`config.mk`:
```
export PLATFORM = sky130hd
export DESIGN_NAME = osc_step_control
export DESIGN_NICKNAME = d
export VERILOG_FILES = /design/src/osc_pkg.sv /design/src/osc_step_control.sv /design/src/osc_ref_pacer.sv
export VERILOG_INCLUDE_DIRS = /design/src
export SDC_FILE = /design/constraint.sdc
export NUM_CORES = 1
export LEC_CHECK = 0
export BUFFER_PORTS_ARGS = -buffer_cell sky130_fd_sc_hd__clkbuf_2
export CAP_MARGIN = 20
export CORE_UTILIZATION = 38
export DETAILED_ROUTE_END_ITERATION = 8
export PLACE_DENSITY = 0.67
export REMOVE_ABC_BUFFERS = 1
export SLEW_MARGIN = 0
export SYNTH_ARGS = -nofsm -noshare
export SYNTH_HDL_FRONTEND = slang
export SYNTH_SLANG_ARGS = --single-unit
```
`constraint.sdc`:
```
create_clock -name ref_clk -period 3.3 [get_ports ref_clk]
set_clock_uncertainty 0.05 [all_clocks]
set_input_delay 0.165 -clock ref_clk [delete_from_list [all_inputs] [get_ports ref_clk]]
set_output_delay 0.165 -clock ref_clk [all_outputs]
set_load 0.05 [all_outputs]
```
`src/osc_defines.svh`:
```
// Constants for the oscillator step control: register offsets, field
// positions, reset values, step sizes and pacing counts.
// Assumes inclusion by every design file that needs it.
`ifndef OSC_DEFINES_SVH
`define OSC_DEFINES_SVH

// ----------------------------------------------------------------------
// Register offsets (word index on the plain register port)
// ----------------------------------------------------------------------
`define OSC_ADDR_CTRL 3'h0
`define OSC_ADDR_MULT 3'h1
`define OSC_ADDR_TRIM 3'h2
`define OSC_ADDR_DIV 3'h3
`define OSC_ADDR_STG 3'h4
`define OSC_ADDR_STAT 3'h5

// ----------------------------------------------------------------------
// Field positions
// ----------------------------------------------------------------------
`define OSC_CTRL_GEN_ON 0
`define OSC_CTRL_MON_REQ 1
`define OSC_STAT_STABLE 0
`define OSC_STAT_MON_EN 1
`define OSC_STAT_GEN_RUN 2
`define OSC_STAT_LOCK 3
`define OSC_STAT_PHASE_LSB 4

// ----------------------------------------------------------------------
// Reset values
// ----------------------------------------------------------------------
`define OSC_RST_GEN_ON 1'h1
`define OSC_RST_MON_REQ 1'h0
`define OSC_RST_MULT 7'h15
`define OSC_RST_TRIM 8'h80
`define OSC_RST_DIV 4'h0
`define OSC_RST_STG 8'h80

// ----------------------------------------------------------------------
// Loop steps, limits and pacing
// ----------------------------------------------------------------------
`define OSC_DIV_MAX 4'h9
`define OSC_ACC_MAX 12'h9FF
`define OSC_STEP_COARSE 12'h020
`define OSC_STEP_MEDIUM 12'h008
`define OSC_STEP_FINE 12'h001
`define OSC_MEDIUM_MAX 5'h08
`define OSC_FINE_MAX 5'h18
`define OSC_TOP_STAGE 3'h7
`define OSC_CORR_REF_PERIODS 3'h4
`define OSC_LRR_FREQ_HZ 307200
`define OSC_REF_CLK_HZ 25000000
`define OSC_LRR_PERIOD_CYC (`OSC_REF_CLK_HZ / `OSC_LRR_FREQ_HZ)

`endif

```
`src/osc_pkg.sv`:
```
// Types shared by the oscillator step control files.
// Assumes nothing beyond a SystemVerilog compiler.
package osc_pkg;

    // ------------------------------------------------------------------
    // Settling phases of the loop filter
    // ------------------------------------------------------------------
    typedef enum logic [3:0] {
        OSC_PH_COARSE = 4'b0001,
        OSC_PH_MEDIUM = 4'b0010,
        OSC_PH_FINE = 4'b0100,
        OSC_PH_TRACK = 4'b1000
    } osc_phase_e;

    typedef logic [11:0] osc_acc_t;

endpackage

```
`src/osc_step_control.sv`:
```
// Oscillator step control: loop filter, combined divider/stage accumulator,
// ring length and fine-adjust dither, monitor gating and control registers.
// Assumes a frequency comparator on ref_clk and an analog ring and divider.
//
// Summary of operation
// Effective divider exponent caps at 9 (divide by 512); codes 10-15 act as 9.
// Exponent 0 passes ring undivided; each step doubles or halves the period.
// While the generator runs, the exponent moves only by carry or borrow out of the stage-control value.
// Upper three stage bits select ring length 17 to 31 delays, steps of two.
// Lower five stage bits k lengthen ring by two delays k of 32 cycles.
// At upper code 7 the alternate point is 17 delays with divide-by-two.
// In the coarse phase, above 15 percent error each correction moves the stage value by 32.
// The smallest correction is one least-significant stage step.
// The loop regulates the clock to N times the 307.2 kHz reference.
// Software turns the monitor off before changing N.
// After an N change a monitor enable waits for the stable flag.
// N writes are accepted at any time with no interlock.
// Software checks the fault flag, disables monitor, writes N, re-enables.
// Reset, N change, trim change or generator restart begin a new settling.
// One correction every four low-rate reference periods.
// Coarse corrections: eight of them double or halve the period.
// Medium corrections between 15 and 5 percent, at most eight; then stable.
// Within 5 percent only single steps, at most 24 before tracking.
// While stopped, software writes exponent and stage value; restart uses them.
// Exponent and stage value form one accumulator that saturates at both ends.
//
// The address-and-strobe port and the placing of the registers were left to the implementer.
`timescale 1ns/10ps
`include "osc_defines.svh"

module osc_step_control
    import osc_pkg::*;
(
    input wire logic ref_clk,
    input wire logic rst_n,
    input wire logic [2:0] reg_addr,
    input wire logic [15:0] reg_wdata,
    input wire logic reg_wr,
    input wire logic reg_rd,
    output logic [15:0] reg_rdata,
    input wire logic low_rate_reference,
    input wire logic err_above15,
    input wire logic err_above5,
    input wire logic period_short,
    input wire logic stop_mode,
    output logic [3:0] divider_exponent,
    output logic [2:0] ring_len_code,
    output logic ring_half,
    output logic [6:0] mult_factor,
    output logic [7:0] trim_value,
    output logic internal_clock_stable_flag,
    output logic monitor_enable,
    output logic generator_run
);

    // ------------------------------------------------------------------
    // Accumulator arithmetic
    // ------------------------------------------------------------------
    function automatic osc_acc_t acc_step(input osc_acc_t acc, input osc_acc_t step, input logic up);
        logic [12:0] sum;
        osc_acc_t base;
        base = (acc[11:8] > `OSC_DIV_MAX) ? {`OSC_DIV_MAX, acc[7:0]} : acc;
        sum = 13'h0000;
        if (up) begin
            sum = {1'b0, base} + {1'b0, step};
            acc_step = (sum > {1'b0, `OSC_ACC_MAX}) ? `OSC_ACC_MAX : sum[11:0];
        end else begin
            acc_step = (base < step) ? 12'h000 : base - step;
        end
    endfunction

    // ------------------------------------------------------------------
    // Registers and next values
    // ------------------------------------------------------------------
    logic gen_on_r;
    logic mon_req_r;
    logic n_lock_r;
    logic stable_r;
    logic run_prev_r;
    osc_acc_t acc_r;
    osc_acc_t acc_nxt;
    osc_phase_e phase_r;
    osc_phase_e phase_nxt;
    logic [4:0] corr_cnt_r;
    logic [4:0] corr_cnt_nxt;
    logic stable_nxt;
    logic [4:0] dither_r;
    logic [5:0] dither_sum;
    logic stretch;
    logic gen_run_now;
    logic restart;
    logic corr_tick;
    logic wr_ctrl;
    logic wr_mult;
    logic wr_trim;
    logic wr_div;
    logic wr_stg;
    logic [15:0] rd_mux;
    logic [15:0] status_word;
    osc_acc_t step_sel;

    // ------------------------------------------------------------------
    // Address decode
    // ------------------------------------------------------------------
    assign wr_ctrl = reg_wr && (reg_addr == `OSC_ADDR_CTRL);
    assign wr_mult = reg_wr && (reg_addr == `OSC_ADDR_MULT);
    assign wr_trim = reg_wr && (reg_addr == `OSC_ADDR_TRIM);
    assign wr_div = reg_wr && (reg_addr == `OSC_ADDR_DIV) && !gen_run_now;
    assign wr_stg = reg_wr && (reg_addr == `OSC_ADDR_STG) && !gen_run_now;

    assign status_word = {8'h00, phase_r, n_lock_r, generator_run, monitor_enable, stable_r};

    always_comb begin
        if (reg_addr == `OSC_ADDR_CTRL) begin
            rd_mux = {14'h0000, mon_req_r, gen_on_r};
        end else if (reg_addr == `OSC_ADDR_MULT) begin
            rd_mux = {9'h000, mult_factor};
        end else if (reg_addr == `OSC_ADDR_TRIM) begin
            rd_mux = {8'h00, trim_value};
        end else if (reg_addr == `OSC_ADDR_DIV) begin
            rd_mux = {12'h000, acc_r[11:8]};
        end else if (reg_addr == `OSC_ADDR_STG) begin
            rd_mux = {8'h00, acc_r[7:0]};
        end else if (reg_addr == `OSC_ADDR_STAT) begin
            rd_mux = status_word;
        end else begin
            rd_mux = 16'h0000;
        end
    end

    // ------------------------------------------------------------------
    // Settling restart and correction pacing
    // ------------------------------------------------------------------
    assign gen_run_now = gen_on_r & ~stop_mode;
    assign restart = wr_mult | wr_trim | (gen_run_now & ~run_prev_r);

    osc_ref_pacer u_pacer (
        .ref_clk(ref_clk),
        .rst_n(rst_n),
        .low_rate_reference(low_rate_reference),
        .restart(restart),
        .corr_tick(corr_tick)
    );

    // ------------------------------------------------------------------
    // Loop filter phases
    // ------------------------------------------------------------------
    always_comb begin
        phase_nxt = phase_r;
        corr_cnt_nxt = corr_cnt_r;
        stable_nxt = stable_r;
        step_sel = `OSC_STEP_FINE;
        case (phase_r)
            OSC_PH_COARSE: begin
                if (err_above15) begin
                    step_sel = `OSC_STEP_COARSE;
                end else if (err_above5) begin
                    step_sel = `OSC_STEP_MEDIUM;
                    phase_nxt = OSC_PH_MEDIUM;
                    corr_cnt_nxt = 5'h01;
                end else begin
                    phase_nxt = OSC_PH_FINE;
                    corr_cnt_nxt = 5'h01;
                    stable_nxt = 1'b1;
                end
            end
            OSC_PH_MEDIUM: begin
                if (err_above5 && corr_cnt_r < `OSC_MEDIUM_MAX) begin
                    step_sel = `OSC_STEP_MEDIUM;
                    corr_cnt_nxt = corr_cnt_r + 5'h01;
                end else begin
                    phase_nxt = OSC_PH_FINE;
                    corr_cnt_nxt = 5'h01;
                    stable_nxt = 1'b1;
                end
            end
            OSC_PH_FINE: begin
                corr_cnt_nxt = corr_cnt_r + 5'h01;
                if (corr_cnt_r >= `OSC_FINE_MAX - 5'h01) begin
                    phase_nxt = OSC_PH_TRACK;
                end
            end
            OSC_PH_TRACK: begin
                corr_cnt_nxt = corr_cnt_r;
            end
            default: begin
                phase_nxt = OSC_PH_COARSE;
            end
        endcase
    end

    always_comb begin
        if (wr_div) begin
            acc_nxt = {reg_wdata[3:0], acc_r[7:0]};
        end else if (wr_stg) begin
            acc_nxt = {acc_r[11:8], reg_wdata[7:0]};
        end else if (gen_run_now && corr_tick && !restart) begin
            acc_nxt = acc_step(acc_r, step_sel, period_short);
        end else begin
            acc_nxt = acc_r;
        end
    end

    always_ff @(posedge ref_clk or negedge rst_n) begin
        if (!rst_n) begin
            phase_r <= OSC_PH_COARSE;
            corr_cnt_r <= 5'h00;
            stable_r <= 1'b0;
        end else if (restart || !gen_run_now) begin
            phase_r <= OSC_PH_COARSE;
            corr_cnt_r <= 5'h00;
            stable_r <= 1'b0;
        end else if (corr_tick) begin
            phase_r <= phase_nxt;
            corr_cnt_r <= corr_cnt_nxt;
            stable_r <= stable_nxt;
        end
    end

    always_ff @(posedge ref_clk or negedge rst_n) begin
        if (!rst_n) begin
            acc_r <= {`OSC_RST_DIV, `OSC_RST_STG};
            run_prev_r <= 1'b0;
        end else begin
            acc_r <= acc_nxt;
            run_prev_r <= gen_run_now;
        end
    end

    // ------------------------------------------------------------------
    // Fine-adjust dither: k of every 32 cycles run two delays longer
    // ------------------------------------------------------------------
    assign dither_sum = {1'b0, dither_r} + {1'b0, acc_r[4:0]};
    assign stretch = dither_sum[5];

    always_ff @(posedge ref_clk or negedge rst_n) begin
        if (!rst_n) begin
            dither_r <= 5'h00;
        end else begin
            dither_r <= dither_sum[4:0];
        end
    end

    // ------------------------------------------------------------------
    // Ring and divider controls
    // ------------------------------------------------------------------
    always_ff @(posedge ref_clk or negedge rst_n) begin
        if (!rst_n) begin
            divider_exponent <= `OSC_RST_DIV;
            ring_len_code <= 3'h0;
            ring_half <= 1'b0;
        end else begin
            divider_exponent <= (acc_r[11:8] > `OSC_DIV_MAX) ? `OSC_DIV_MAX : acc_r[11:8];
            if (stretch && acc_r[7:5] == `OSC_TOP_STAGE) begin
                ring_len_code <= 3'h0;
                ring_half <= 1'b1;
            end else begin
                ring_len_code <= acc_r[7:5] + {2'b00, stretch};
                ring_half <= 1'b0;
            end
        end
    end

    // ------------------------------------------------------------------
    // Control registers and monitor gating
    // ------------------------------------------------------------------
    always_ff @(posedge ref_clk or negedge rst_n) begin
        if (!rst_n) begin
            gen_on_r <= `OSC_RST_GEN_ON;
            mon_req_r <= `OSC_RST_MON_REQ;
            mult_factor <= `OSC_RST_MULT;
            trim_value <= `OSC_RST_TRIM;
            n_lock_r <= 1'b0;
        end else begin
            if (wr_ctrl) begin
                gen_on_r <= reg_wdata[`OSC_CTRL_GEN_ON];
                mon_req_r <= reg_wdata[`OSC_CTRL_MON_REQ];
            end
            if (wr_mult) begin
                mult_factor <= reg_wdata[6:0];
            end
            if (wr_trim) begin
                trim_value <= reg_wdata[7:0];
            end
            if (wr_mult) begin
                n_lock_r <= 1'b1;
            end else if (stable_r) begin
                n_lock_r <= 1'b0;
            end
        end
    end

    always_ff @(posedge ref_clk or negedge rst_n) begin
        if (!rst_n) begin
            monitor_enable <= 1'b0;
            internal_clock_stable_flag <= 1'b0;
            generator_run <= 1'b0;
            reg_rdata <= 16'h0000;
        end else begin
            monitor_enable <= mon_req_r & ~n_lock_r & ~wr_mult;
            internal_clock_stable_flag <= stable_r;
            generator_run <= gen_run_now;
            reg_rdata <= reg_rd ? rd_mux : 16'h0000;
        end
    end

endmodule // osc_step_control

```
`src/osc_ref_pacer.sv`:
```
// Low-rate reference synchroniser and correction pacer.
// Assumes the reference arrives asynchronously on a pin.
`timescale 1ns/10ps
`include "osc_defines.svh"

module osc_ref_pacer (
    input wire logic ref_clk,
    input wire logic rst_n,
    input wire logic low_rate_reference,
    input wire logic restart,
    output logic corr_tick
);

    // ------------------------------------------------------------------
    // Three-stage synchroniser with agreement filter
    // ------------------------------------------------------------------
    logic sync1_r;
    logic sync2_r;
    logic sync3_r;
    logic level_r;
    logic [2:0] edge_cnt_r;
    logic [2:0] edge_cnt_nxt;
    logic agree;
    logic rise;
    logic last_edge;

    assign agree = (sync2_r == sync3_r);
    assign rise = agree & sync3_r & ~level_r;
    assign last_edge = (edge_cnt_r == `OSC_CORR_REF_PERIODS - 3'h1);
    assign edge_cnt_nxt = restart ? 3'h0 : (rise ? (last_edge ? 3'h0 : edge_cnt_r + 3'h1) : edge_cnt_r);

    always_ff @(posedge ref_clk or negedge rst_n) begin
        if (!rst_n) begin
            sync1_r <= 1'b0;
            sync2_r <= 1'b0;
            sync3_r <= 1'b0;
            level_r <= 1'b0;
        end else begin
            sync1_r <= low_rate_reference;
            sync2_r <= sync1_r;
            sync3_r <= sync2_r;
            if (agree) begin
                level_r <= sync3_r;
            end
        end
    end

    // ------------------------------------------------------------------
    // One correction per four reference periods
    // ------------------------------------------------------------------
    always_ff @(posedge ref_clk or negedge rst_n) begin
        if (!rst_n) begin
            edge_cnt_r <= 3'h0;
            corr_tick <= 1'b0;
        end else begin
            edge_cnt_r <= edge_cnt_nxt;
            corr_tick <= ~restart & rise & last_edge;
        end
    end

endmodule // osc_ref_pacer

```
==> impl_metrics.tcl <==
set metrics [dict create \
    synth_area_per_cell_um2 9.81 \
    r2r_start "phase_r[0]" \
    finalWirelength_um 10800 \
    start_util 0.399 \
    viasPerCell 5.63 \
    combPwrFrac 0.346 \
    critPathArrivalTime_ps 3340 \
    min_to "acc_r[7]" \
    period_needed_ps 3180 \
    path_clk_slew_ps 60 \
    drive_above_1_share 0.265 \
    die_w_um 110 \
    ir_worst_vdd_mv 0.375 \
    die_h_um 110 \
    synth_area_um2 4420 \
    endpoint_kind "flop" \
    yosys.area.top_type_share 0.368 \
    avgRoutedWirePerCell_um 16.8 \
    overflow 0 \
    min_path_cells 3 \
    swShare 0.383 \
    grt_max_degree 73 \
    synth_seq_cells 72 \
    dr.pass1.iters 4 \
    yosysSeqAreaShare 0.410 \
    gp_congestion 0.843 \
    min_period_over_period 0.962 \
    diodes 0 \
    drc_errors 0 \
    syn-instance-count 450 \
    relSlewSlack 0.402 \
    io_pins 70 \
    yosysMostFrequentCell "dfrtp_1" \
    worstPathMaxFanout 9 \
    place.port_buffers 53 \
    synth.distinct_cells 73 \
    synthToLayoutAreaGrowth_pct 16.7 \
    synth_top_cell_by_area "dfrtp_1" \
    cts_root_buf "clkbuf_16" \
    synth_top_flop_cell "dfrtp_1" \
    insertion_delay_ps 330 \
    ff_latch_area_um2 1810 \
    ant_nets 0 \
    cts_max_level 3 \
    core-area_um2 11100 \
    utilization 0.465 \
    status "complete, no violations" \
    drtIter0Drc 207 \
    internal_power_mw 2.16 \
    crit_type "reg -> reg" \
    clock_path_buffers 2 \
    fin_nets 547 \
    synth-async-reset-ratio 1.00 \
    fillers 1010 \
    fmax_ghz 0.315 \
    min_from "reg_wdata[7]" \
    reg2reg_slack_ps 120 \
    pwr-share-clk 0.304 \
    pwr-share-seq 0.350 \
    antenna_found_initial 0 \
    cts_tree "yes" \
    report.final.slew_viol_count 0 \
    worst_r2r_path_depth 9 \
    r2r_end "acc_r[9]" \
    maxCapViolations 0 \
    leakagePower_nw 2.31 \
    cp-start-kind "flop" \
    place_hpwl_um 8100 \
    setup_ws_ps 124 \
    vias 3633 \
    hold_viol 0 \
    grt_pass1_vias 3599 \
    grt_pass1_wl_um 17800 \
    track_usage 0.193 \
    synth_warnings 0 \
    cts_made_buffers 9 \
    rows 38 \
    power.total_mw 3.51 \
    hp-class "in -> reg" \
    setup_viol 0 \
    worstMarginPinSlew_ps 897 \
    pre_cts_slack_ps 106 \
    synth.area.top_cells "dfrtp_1, ha_1, mux2_2" \
    cp.required_ps 3470 \
    power.density_nw_per_um2 681 \
    p_switching_mw 1.35 \
    synth_edf_count 0 \
    synth_common_cells "dfrtp_1, nor2_1, o21ai_0" \
    die_area_um2 12100 \
    clock_sinks 72 \
    multiInputGateArea_um2 2430 \
]
-- per-stage QoR --
step	instance area, um2	hold WS [ps]	TNS (ps)	std cells
floorplan	4280	-181	0	427
global placement	4760	225	0	625
detailed placement	4760	225	0	625
CTS	5110	39.3	0	643
global route	5150	50.3	-20.5	645
finish	5150	39.9	0	645
-- power groups by stage --
stage	sequential [mW]	combinational [mW]	clock (mW)
2_1_floorplan	1.49	0.622	0
3_3_place_gp	1.23	1.17	0
3_5_place_dp	1.24	1.19	0
4_1_cts	1.23	1.20	1.09
5_1_grt	1.25	1.33	1.12
6_report	1.23	1.21	1.07
-- state kept, by name (all words and copies together) (netlist names), 3 cells and up --
| register | count |
|---|---|
| dither_r | 5 |
| trim_value | 8 |
| corr_cnt_r | 5 |
| divider_exponent | 4 |
| phase_r | 4 |
| acc_r | 12 |
| u_pacer.edge_cnt_r | 3 |
| mult_factor | 7 |
| ring_len_code | 3 |
| reg_rdata | 8 |
-- worst max-delay path, cell delays in order, from the launching register on --
cell,delay [ps]
dfstp_2,620
or4b_1,500
nor2_1,100
o21ai_0,130
ha_1,400
nand2_1,160
o211ai_1,520
o21ai_0,150
nor4b_1,170
a211o_1,270
-- placed cells by master (no fill, tap or decap), types with 5 or more instances in the layout --
cell type	count
a22oi_1	9
inv_1	18
nor3_1	15
nand2_1	21
dfstp_2	7
or3_1	5
buf_4	8
nand2b_1	14
a31oi_1	8
ha_1	18
dfrtp_1	65
or2_2	6
a211oi_1	7
a21o_1	6
a21oi_1	17
o22ai_1	6
and2_1	7
conb_1	8
nand3_1	6
xnor2_1	10
mux2_2	20
clkbuf_16	9
nor2b_1	8
and3_1	7
nor2_1	33
o21ai_0	24
mux2i_1	9
clkbuf_2	52
-- metal layers --
layer	vias to the layer above	GRT usage	routed length, um
met4	0	0.0714	172
met3	14	0.0326	459
met2	92	0.324	5450
met1	1795	0.249	4740
li1	1732	-	-
met5	-	0	0
-- cell type report --
type | count | share of cell area
clock inverters | 7 | 0.0199
repair buffers | 62 | 0.0661
well taps | 140 | 0.0340
flip-flops and latches | 72 | 0.351
inverters | 19 | 0.0138
multi-input cells | 336 | 0.471
clock buffers | 9 | 0.0437
-- worst max-delay path by stage --
stage,end,slack [ps],cells after the start,start
floorplan,acc_r[0],430,9,phase_r[0]
global placement,acc_r[0],150,9,phase_r[0]
detailed placement,acc_r[11],110,12,phase_r[0]
CTS,acc_r[11],40,12,phase_r[0]
global route,acc_r[4],-9,10,phase_r[0]
finish,acc_r[9],120,9,phase_r[0]
-- timing repair --
action,CTS,global route
gates resized for setup,0,8
hold endpoints to repair,66,0
setup buffers,0,2
hold buffers,2,0
setup endpoints to repair,0,11
-- cells by family (layout without fill, tap and decap cells) --
| family | count (synthesis) | count (layout) | share of synthesized area |
|---|---|---|---|
| buffers and inverters | 49 | 97 | 0.0533 |
| multiplexers | 29 | 29 | 0.0714 |
| adder cells (fa/ha/maj) | 19 | 19 | 0.0555 |
| XOR/XNOR | 13 | 13 | 0.0275 |
| flip-flops | 72 | 72 | 0.410 |
| AND/OR/NAND/NOR | 145 | 145 | 0.185 |
| other | 1 | 8 | 0.000849 |
| AO/OA/AOI/OAI | 122 | 122 | 0.196 |
Power figures use the tool's default switching activity.
